===== config.mk =====
export PLATFORM = sky130hd
export DESIGN_NAME = gspc_top
export DESIGN_NICKNAME = d
export VERILOG_FILES = /design/src/rtl/gspc_sync.v /design/src/rtl/gspc_top.v
export VERILOG_INCLUDE_DIRS = /design/src /design/src/rtl
export SDC_FILE = /design/constraint.sdc
export NUM_CORES = 1
export LEC_CHECK = 0
export ABC_AREA = 1
export BUFFER_PORTS_ARGS = -buffer_cell sky130_fd_sc_hd__buf_2
export CORE_ASPECT_RATIO = 0.7
export CORE_UTILIZATION = 40
export DETAILED_ROUTE_END_ITERATION = 16
export PLACE_DENSITY = 0.63
export SYNTH_ARGS = -nofsm -noshare
export SYNTH_HDL_FRONTEND = slang
export SYNTH_SLANG_ARGS = --single-unit
export TNS_END_PERCENT = 30

===== constraint.sdc =====
create_clock -name i_ref_clk -period 1.82 [get_ports i_ref_clk]
set_clock_uncertainty 0.05 [all_clocks]
set_input_delay 0.273 -clock i_ref_clk [delete_from_list [all_inputs] [get_ports i_ref_clk]]
set_output_delay 0.273 -clock i_ref_clk [all_outputs]
set_load 0.01 [all_outputs]

===== src/rtl/gspc_defines.vh =====
// Purpose: Constants for the global sector protect control block.
// Assumes: Status byte 1 layout with lock in bit 7 and global field in bits 5..2.
// Notes:   Included by the top design file only; definitions only.
`ifndef GSPC_DEFINES_VH
`define GSPC_DEFINES_VH

// Status byte 1 field positions.
`define GSPC_LOCK_BIT    7
`define GSPC_GLOB_HI     5
`define GSPC_GLOB_LO     2
`define GSPC_GLOB_ONES   4'hF
`define GSPC_GLOB_ZEROS  4'h0

// Opcodes of the serial commands the block decodes.
`define GSPC_OP_WREN     8'h06
`define GSPC_OP_WRDI     8'h04
`define GSPC_OP_WRSR     8'h01
`define GSPC_OP_PROT     8'h36
`define GSPC_OP_UNPROT   8'h39

// Reset values.
`define GSPC_PROT_RESET  1'b1
`define GSPC_LOCK_RESET  1'b0

// AXI4-Lite register byte offsets.
`define GSPC_REG_CTRL    8'h00
`define GSPC_REG_STATUS  8'h04
`define GSPC_REG_PROT    8'h08

// AXI response codes.
`define GSPC_RESP_OKAY   2'h0
`define GSPC_RESP_SLVERR 2'h2

`endif


===== src/rtl/gspc_sync.v =====
// Purpose: Two flip-flop synchroniser for a group of pin levels.
// Assumes: Inputs are asynchronous to i_ref_clk.
// Notes:   The first stage feeds only the second stage.
`timescale 1ns/1ps

module gspc_sync #(
	parameter WIDTH = 4
) (
	// Clock and reset.
	input  wire             i_ref_clk,
	input  wire             i_rst_n,
	// Asynchronous levels in, synchronous levels out.
	input  wire [WIDTH-1:0] i_async,
	output reg  [WIDTH-1:0] o_sync
);

	reg [WIDTH-1:0] meta;

	////////////////////////////////////////////////////////////////////////////
	// Each bit passes two flops before anyone reads it.
	genvar b;
	generate
		for (b = 0; b < WIDTH; b = b + 1) begin : g_bit
			always @(posedge i_ref_clk or negedge i_rst_n) begin
				if (!i_rst_n) begin
					meta[b]   <= 1'b1;
					o_sync[b] <= 1'b1;
				end else begin
					meta[b]   <= i_async[b];
					o_sync[b] <= meta[b];
				end
			end
		end
	endgenerate

endmodule


===== src/rtl/gspc_top.v =====
// Purpose: Global sector protect control of a serial flash, with SPI decode and AXI4-Lite view.
// Assumes: SPI mode 0/3 pins sampled by i_ref_clk well above the serial clock rate.
// Notes:   Sector bits and lock update together when chip select rises on a byte boundary.
`timescale 1ns/1ps
`include "gspc_defines.vh"

module gspc_top #(
	parameter NSECT = 4,
	parameter SECT_LSB = 16
) (
	// Clock and reset.
	input  wire             i_ref_clk,
	input  wire             i_rst_n,
	// SPI pins and write protect pin (asynchronous).
	input  wire             i_spi_sck,
	input  wire             i_spi_cs_n,
	input  wire             i_spi_mosi,
	input  wire             i_wp_n,
	// AXI4-Lite write address and data.
	input  wire [7:0]       i_awaddr,
	input  wire             i_awvalid,
	output wire             o_awready,
	input  wire [31:0]      i_wdata,
	input  wire [3:0]       i_wstrb,
	input  wire             i_wvalid,
	output wire             o_wready,
	// AXI4-Lite write response.
	output reg  [1:0]       o_bresp,
	output reg              o_bvalid,
	input  wire             i_bready,
	// AXI4-Lite read address and data.
	input  wire [7:0]       i_araddr,
	input  wire             i_arvalid,
	output wire             o_arready,
	output reg  [31:0]      o_rdata,
	output reg  [1:0]       o_rresp,
	output reg              o_rvalid,
	input  wire             i_rready,
	// Protection state to the array controller.
	output reg  [NSECT-1:0] o_sector_protect,
	output reg              o_protection_lock_bit,
	output reg              o_write_enable_latch
);

	////////////////////////////////////////////////////////////////////////////
	// Pin synchronisation.
	wire [3:0] pins;
	gspc_sync #(.WIDTH(4)) u_sync (
		.i_ref_clk (i_ref_clk),
		.i_rst_n   (i_rst_n),
		.i_async   ({i_spi_sck, i_spi_cs_n, i_spi_mosi, i_wp_n}),
		.o_sync    (pins)
	);
	wire sck  = pins[3];
	wire cs_n = pins[2];
	wire mosi = pins[1];
	wire wp_n = pins[0];

	////////////////////////////////////////////////////////////////////////////
	// Frame shifter: counts bits and keeps opcode, three further bytes.
	reg        sck_q;
	reg        cs_q;
	reg [5:0]  bitcnt;
	reg [7:0]  shreg;
	reg [7:0]  opcode;
	reg [7:0]  byte1;
	reg [23:0] addr;
	reg        overflow;
	wire       sck_rise = sck & ~sck_q;
	wire       cs_rise  = cs_n & ~cs_q;
	wire [7:0] next_shreg = {shreg[6:0], mosi};

	always @(posedge i_ref_clk or negedge i_rst_n) begin
		if (!i_rst_n) begin
			sck_q    <= 1'b0;
			cs_q     <= 1'b1;
			bitcnt   <= 6'h00;
			shreg    <= 8'h00;
			opcode   <= 8'h00;
			byte1    <= 8'h00;
			addr     <= 24'h000000;
			overflow <= 1'b0;
		end else begin
			sck_q <= sck;
			cs_q  <= cs_n;
			if (cs_n) begin
				bitcnt   <= 6'h00;
				overflow <= 1'b0;
			end else if (sck_rise) begin
				shreg  <= next_shreg;
				bitcnt <= bitcnt + 6'h01;
				if (bitcnt == 6'h3F)
					overflow <= 1'b1;
				if (bitcnt == 6'h07 && !overflow)
					opcode <= next_shreg;
				if (bitcnt == 6'h0F && !overflow)
					byte1 <= next_shreg;
				if (bitcnt[5:3] != 3'h0 && bitcnt[5:3] < 3'h4 && !overflow)
					addr <= {addr[22:0], mosi};
			end
		end
	end

	wire aligned = (bitcnt[2:0] == 3'h0) && (bitcnt != 6'h00 || overflow);
	wire whole1  = aligned && (bitcnt >= 6'h08 || overflow);
	wire whole2  = aligned && (bitcnt >= 6'h10 || overflow);
	wire whole4  = aligned && (bitcnt >= 6'h20 || overflow);

	////////////////////////////////////////////////////////////////////////////
	// Protection state; all updates except soft_unlock land on the rising edge of chip select.
	reg              soft_unlock;
	wire             hard_locked = ~wp_n & o_protection_lock_bit;
	wire             locked      = o_protection_lock_bit | ~soft_unlock;
	wire [3:0]       glob        = byte1[`GSPC_GLOB_HI:`GSPC_GLOB_LO];
	wire [SECT_LSB+7:0] addr_w   = addr[SECT_LSB+7:0];
	wire [7:0]       sect_idx    = addr_w[SECT_LSB+7:SECT_LSB];
	integer          i;

	always @(posedge i_ref_clk or negedge i_rst_n) begin
		if (!i_rst_n) begin
			o_sector_protect      <= {NSECT{`GSPC_PROT_RESET}};
			o_protection_lock_bit <= `GSPC_LOCK_RESET;
			o_write_enable_latch  <= 1'b0;
		end else if (cs_rise) begin
			case (opcode)
				`GSPC_OP_WREN: begin
					if (whole1)
						o_write_enable_latch <= 1'b1;
				end
				`GSPC_OP_WRDI: begin
					if (whole1)
						o_write_enable_latch <= 1'b0;
				end
				`GSPC_OP_WRSR: begin
					// Write status byte one, only with the latch set.
					if (whole2 && o_write_enable_latch && !hard_locked) begin
						o_protection_lock_bit <= byte1[`GSPC_LOCK_BIT];
						if (!o_protection_lock_bit && glob == `GSPC_GLOB_ONES)
							o_sector_protect <= {NSECT{1'b1}};
						else if (!o_protection_lock_bit && glob == `GSPC_GLOB_ZEROS)
							o_sector_protect <= {NSECT{1'b0}};
						// Mixed patterns keep the present sector bits.
					end
					if (whole1)
						o_write_enable_latch <= 1'b0;
				end
				`GSPC_OP_PROT, `GSPC_OP_UNPROT: begin
					// Single sector commands act only with four whole bytes, the latch set and the lock bit clear.
					if (whole4 && o_write_enable_latch && !o_protection_lock_bit) begin
						for (i = 0; i < NSECT; i = i + 1)
							if (sect_idx == i[7:0])
								o_sector_protect[i] <= (opcode == `GSPC_OP_PROT);
					end
					if (whole1)
						o_write_enable_latch <= 1'b0;
				end
				default: begin
					o_write_enable_latch <= o_write_enable_latch;
				end
			endcase
		end
	end

	////////////////////////////////////////////////////////////////////////////
	// AXI4-Lite slave: a write proceeds once address and data are both present.
	wire      wr_go = i_awvalid & i_wvalid & ~o_bvalid;
	assign o_awready = wr_go;
	assign o_wready  = wr_go;
	assign o_arready = ~o_rvalid;

	always @(posedge i_ref_clk or negedge i_rst_n) begin
		if (!i_rst_n) begin
			o_bvalid    <= 1'b0;
			o_bresp     <= `GSPC_RESP_OKAY;
			soft_unlock <= 1'b0;
		end else begin
			if (o_bvalid && i_bready)
				o_bvalid <= 1'b0;
			if (wr_go) begin
				o_bvalid <= 1'b1;
				if (i_awaddr == `GSPC_REG_CTRL) begin
					o_bresp <= `GSPC_RESP_OKAY;
					if (i_wstrb[0])
						soft_unlock <= i_wdata[0];
				end else if (i_awaddr == `GSPC_REG_STATUS || i_awaddr == `GSPC_REG_PROT)
					o_bresp <= `GSPC_RESP_OKAY;
				else
					o_bresp <= `GSPC_RESP_SLVERR;
			end
		end
	end

	// Read path: one cycle after the address is taken.
	always @(posedge i_ref_clk or negedge i_rst_n) begin
		if (!i_rst_n) begin
			o_rvalid <= 1'b0;
			o_rdata  <= 32'h00000000;
			o_rresp  <= `GSPC_RESP_OKAY;
		end else if (o_rvalid) begin
			if (i_rready)
				o_rvalid <= 1'b0;
		end else if (i_arvalid) begin
			o_rvalid <= 1'b1;
			o_rresp  <= `GSPC_RESP_OKAY;
			case (i_araddr)
				`GSPC_REG_CTRL:   o_rdata <= {31'h00000000, soft_unlock};
				`GSPC_REG_STATUS: o_rdata <= {28'h0000000, locked, wp_n, o_protection_lock_bit,
					o_write_enable_latch};
				`GSPC_REG_PROT:   o_rdata <= {{(32-NSECT){1'b0}}, o_sector_protect};
				default: begin
					o_rdata <= 32'h00000000;
					o_rresp <= `GSPC_RESP_SLVERR;
				end
			endcase
		end
	end

endmodule


# Word-level counts from Yosys, hierarchy flattened

Index checks and enable logic that the tools add are counted.

Flip-flop bits (word level): 109
Input port bits: 63
Output and inout bits: 47
Logic and storage cells: 148

$add $sub $neg: 1
$lt $le $gt $ge: 4
Equality and inequality tests: 25
Multiplexer cells: 26
Bitwise gates (word level): 13
Reduce and logical (&&, ||, !) cells: 51

Operators by type and width:

| kind                                                               | number |
|---|---|
| == test 8 x 3 -> 1 bit (second input constant)                     | 4 |
| zero test 8 bit                                                    | 3 |
| AND reduction 6 bit                                                | 4 |
| == test 8 x 1 -> 1 bit (second input constant)                     | 2 |
| == test 8 x 2 -> 1 bit (second input constant)                     | 2 |
| == test 8 x 4 -> 1 bit (second input constant)                     | 2 |
| == test 8 x 6 -> 1 bit (second input constant)                     | 2 |
| 2-to-1 mux 4 bit                                                   | 4 |
| logical AND 1 bit                                                  | 15 |
| AND reduction 3 bit                                                | 5 |
| 2-to-1 mux 1 bit                                                   | 14 |
| != test 2 bit (second input constant)                              | 7 |
| 2-to-1 mux 6 bit                                                   | 2 |
| one-hot mux 4 bit (3 select lines)                                 | 1 |
| nonzero test 2 bit                                                 | 5 |
| one-hot mux 4 bit (2 select lines)                                 | 1 |
| NOT 1 bit                                                          | 7 |
| adder 6 x 1 -> 6 bit (second input constant)                       | 1 |
| == test 6 x 3 -> 1 bit (second input constant)                     | 1 |
| == test 6 x 4 -> 1 bit (second input constant)                     | 1 |
| == test 6 bit (second input constant)                              | 1 |
| greater-or-equal comparator 6 x 4 -> 1 bit (second input constant) | 1 |
| greater-or-equal comparator 6 x 5 -> 1 bit (second input constant) | 1 |
| greater-or-equal comparator 6 bit (second input constant)          | 1 |
| other kinds (19)                                                   | 33 |

# Depth between registers and ports, before layout

Depth after elaboration: 8
Depth in mapped cells: 13
Gate-level depth less buffers: 13

# Hierarchy

Synthesis repeated with hierarchy kept, for this count alone.

Cell total of the unflattened synthesis: 435
Area total of the unflattened synthesis: 3713.6 um^2

Modules (own cells, without submodules):

| module    | instances | cells an instance | area each (um^2) | seq. area each (um^2) |
|---|---|---|---|---|
| gspc_top  | 1         | 427               | 3503.4           | 1707.9 |
| gspc_sync | 1         | 8                 | 210.2            | 210.2 |

# Least setup slack after synthesis

OpenSTA, ideal clock, no wires.

Kind: flip-flop to flip-flop
From: register u_sync.o_sync[3]
To: register addr[1]
Setup time: 0.125 ns
Arrival time: 1.374 ns
Required time: 1.645 ns
Path slack: 0.271 ns
Cell stages (with the launch flop): 8
Path buffers: 1
Clock period less this slack: 1.549 ns
Cells stage by stage: dfstp_2 inv_1 nor2_4 inv_2 nor2_8 nand2_2 buf_6 mux2_4

Longest elaborated chain between the ends: 2

Ends and longest elaborated chain:

| item                                 | line           | RTL |
|---|---|---|
| start: declaration                   | gspc_sync.v:14 | `output reg [WIDTH-1:0] o_sync` |
| start signal: indexed assignment     | gspc_sync.v:30 | `o_sync[b] <= meta[b];` |
| AND 1 bit                            | gspc_top.v:69  | `wire sck_rise = sck & ~sck_q;` |
| AND reduction 3 bit (no source line) | n/a            |  |
| end signal: assignment               | gspc_top.v:99  | `addr <= {addr[22:0], mosi};` |
| end: declaration                     | gspc_top.v:67  | `reg [23:0] addr;` |

Every way passes these cells.
A chain may end at the register's enable or synchronous reset.

# Worst setup path after layout

From: register bitcnt[1]
To: register o_sector_protect[1]

Longest elaborated chain between the ends: 8
Elaborated cells between the ends (all ways): 17
Classes of those cells: 2 x order compare; 2 x eq/ne; 13 x reduce/logical

Ends and longest elaborated chain:

| item                                                                                      | line           | RTL |
|---|---|---|
| start: declaration                                                                        | gspc_top.v:63  | `reg [5:0] bitcnt;` |
| start signal: assignment                                                                  | gspc_top.v:91  | `bitcnt <= bitcnt + 6'h01;` |
| parallel branches: the longest is 7 deep, another holds greater-or-equal comparator 6 bit | n/a            |  |
| AND reduction 6 bit (no source line) *                                                    | n/a            |  |
| end signal: assignment                                                                    | gspc_top.v:139 | `o_sector_protect <= {NSECT{1'b1}};` |
| end signal: assignment                                                                    | gspc_top.v:141 | `o_sector_protect <= {NSECT{1'b0}};` |
| end signal: indexed assignment                                                            | gspc_top.v:152 | `` o_sector_protect[i] <= (opcode == `GSPC_OP_PROT); `` |
| end: declaration                                                                          | gspc_top.v:40  | `output reg [NSECT-1:0] o_sector_protect,` |

Every way passes the cells marked *.

==> impl_metrics.yaml <==
outcome:
  status: "finished clean"
setup_path:
  slowest_stage: "dfrtp_1"
  cp.depth: 13
  crit_type: "reg -> reg"
  startpoint_type: "register"
  worst-path-max-fanout: 6
  critical_path_required_ns: 2.03
  crit_path_frequent_cell: "nand2_1"
  r2r_cells: 13
  end_kind: "register"
  cp_cell_sequence: "inv_1 > ha_1 > inv_1 > nor2_1 > nand2_2 > inv_1 > nand2_1 > nand2_1 > nand2_1 > inv_2 > nand2_1 > nand2_1 > nand2_1"
  max_stage_delay_ns: 0.37
  cp_num_buf_inv: 4
  critPathArrivalTime_ns: 1.81
  crit_family: "simple AND/OR/NAND/NOR gates"
  r2r_slack_ns: 0.22
sta:
  hold_violations: 0
  final_max_slew_viol_count: 0
  tns_ns: 0
  fin_crit_ns: 1.596
  fmax_mhz: 626.4
  rsz0062_at_grt: "no"
  finalSetupViolations: 0
  finalCritPeriodShare_pct: 87.71
  whs_ns: 0.07046
clock_network:
  cts_made_buffers: 9
  numClockSinks: 76
  cts.clk_slew.worst_paths_ns: 0.05
  htreeDepth: 3
  cts_buffer_depth: 2
  clk_latency_ns: 0.33
  ctsRootBufferMaster: "clkbuf_16"
  cts_tree: "built"
global_routing:
  grt_busiest_layer: "met2"
  gr-usage-met2_pct: 22.73
  met1_usage_pct: 21.83
  grt_pass1_vias: 2679
  antenna_found_initial: 0
  grt_usage_pct: 15.80
  grt_overflow: 0
  met3_usage_pct: 5.082
  grt_max_degree: 45
  grt_pass1_wl_mm: 12.24
power:
  ir_worst_vdd_uv: 606.8
  pwr_density_cell_mw_per_mm2: 840.8
  p_leak_uw: 0.002209
  power_uw: 3683
synth:
  yosysSeqAreaShare_pct: 50.68
  synth_area_per_cell_um2: 8.210
  synth_cell_types: 30
  synth-warning-count: 0
  synth_ff_type: "dfrtp_1"
  synth_cells: 461
  synth_area_mm2: 0.003785
  synth_edf_count: 0
  synth_top_cell_by_area: "dfrtp_1"
  netlist_top_cells_count: "118 x nand2_1, 63 x dfrtp_1, 54 x inv_1, 51 x nor2_1, 41 x o21ai_0"
  yosysTopAreaCellShare_pct: 41.65
  yosysMostFrequentCell: "nand2_1"
  synth_area_leaders: "dfrtp_1 42%, nand2_1 12%, dfstp_2 9.0%"
  async_flop_share_pct: 100.0
  synth_seq_cells: 76
floorplan:
  start_util_pct: 41.56
  ioPinCount: 110
  dieArea_mm2: 0.009862
  placementRows: 29
  die_x_um: 118.3
  fp.coreArea_mm2: 0.009107
  die_y_um: 83.39
drt:
  vias_per_cell: 4.403
  vias: 2849
  detail_route.iter0.violations: 152
  firstDrtPassIters: 5
  wl_per_cell_um: 10.30
  wl_mm: 6.666
  drtAntennaViolNets: 0
  drc: 0
placed_design:
  dp_hpwl_mm: 4.981
  numPortBuffers: 45
  gp_congestion: 0.9200
min_path:
  hp-class: "in -> reg"
  worstHoldPathCells: 2
finish:
  n_antenna_cell: 0
  fin_nets: 583
  drive_gt1_share_pct: 19.69
  area_growth_pct: 15.74
run:
  max-cap-violations: 0
[path summary, 6_finish.rpt]
kind	start	end
min	i_bready	o_bvalid$_DFFE_PN0P_
max	bitcnt[1]$_DFFE_PN0P_	o_sector_protect[1]$_DFFE_PN1P_
min reg2reg	u_sync.meta[0]$_DFF_PN1_	u_sync.o_sync[0]$_DFF_PN1_
max in group asynchronous	i_rst_n	o_sector_protect[0]$_DFFE_PN1P_
max reg2reg	bitcnt[1]$_DFFE_PN0P_	o_sector_protect[1]$_DFFE_PN1P_
min in group asynchronous	i_rst_n	shreg[1]$_DFFE_PN0P_
[layout by cell type, fill, tap and decap left out, types with 2 or more instances in the layout]
cell type and n:
nand3_1 15, nor2_1 51, buf_12 2, clkbuf_16 9, nor2_4 4, nor3_1 2
clkbuf_1 3, nand2_1 118, dlygate4sd3_1 5, inv_1 54, conb_1 30, nor2_2 6
buf_4 4, o21ai_0 41, clkbuf_8 3, a21oi_1 14, nand4_1 7, buf_2 44
dfrtp_1 63, nand2_2 5, dfstp_2 13, inv_2 6, ha_1 2, o21ai_1 9
nor4_1 2
[state kept, by name (all words and copies together) (netlist names), 4 cells and up]
| register | cells |
|---|---|
| addr | 24 |
| bitcnt | 6 |
| byte1 | 5 |
| o_rdata | 4 |
| o_sector_protect | 4 |
| opcode | 8 |
| shreg | 7 |
| u_sync.meta | 4 |
| u_sync.o_sync | 4 |
[layer usage]
metal / routed length (um) / up-vias / part of all wire, %
li1: - / 1504 / -
met1: 3523 / 1260 / 53
met2: 2686 / 75 / 40
met3: 346 / 10 / 5.2
met4: 109 / 0 / 1.6
met5: 0 / - / 0
[what timing repair did]
| action | 4_1_cts | 5_1_grt |
|---|---|---|
| buffers inserted | 0 | 0 |
| endpoints found under the hold margin | 17 | 0 |
| gates resized for setup | 0 | 1 |
| setup endpoints to repair | 0 | 1 |
| hold buffers | 5 | 0 |
[through the flow]
stage / std cells / setup WS, ns / util (%) / cell area, um2
5_1_grt: 647 / 0.03313 / 48.10 / 4380
3_3_place_gp: 626 / 0.2274 / 44.39 / 4043
2_1_floorplan: 490 / 0.2707 / - / 3894
3_5_place_dp: 626 / 0.2137 / 44.39 / 4043
4_1_cts: 647 / 0.1814 / 48.04 / 4375
6_report: 647 / 0.2236 / 48.10 / 4380
[cell type report]
cell class | instances | area, um2
fill | 911 | 4727
sequential | 76 | 1918
multi-input combinational | 316 | 1459
timing repair buffer | 55 | 340.3
clock buffer | 15 | 277.8
inverter | 60 | 225.2
tap | 124 | 155.1
clock inverter | 1 | 5.005
[cell families (layout without fill, tap and decap cells)]
logic type	Yosys count	after routing	synth area share [%]
AND/OR/NAND/NOR	216	216	25.36
buffers and inverters	98	131	13.78
flip-flops	76	76	50.68
AO/OA/AOI/OAI	67	67	9.025
adder cells (fa/ha/maj)	2	2	0.6611
other	1	30	0.09908
multiplexers	1	1	0.3966
[power breakdown]
| part | switching (uW) | leakage, uW | internal, uW |
|---|---|---|---|
| combinational | 163 | 0.00108 | 81.0 |
| clock | 619 | 0.000140 | 1030 |
| sequential | 28.9 | 0.000991 | 1760 |
| total | 811 | 0.00221 | 2870 |
Note: power is estimated with default switching activity, not from simulation.
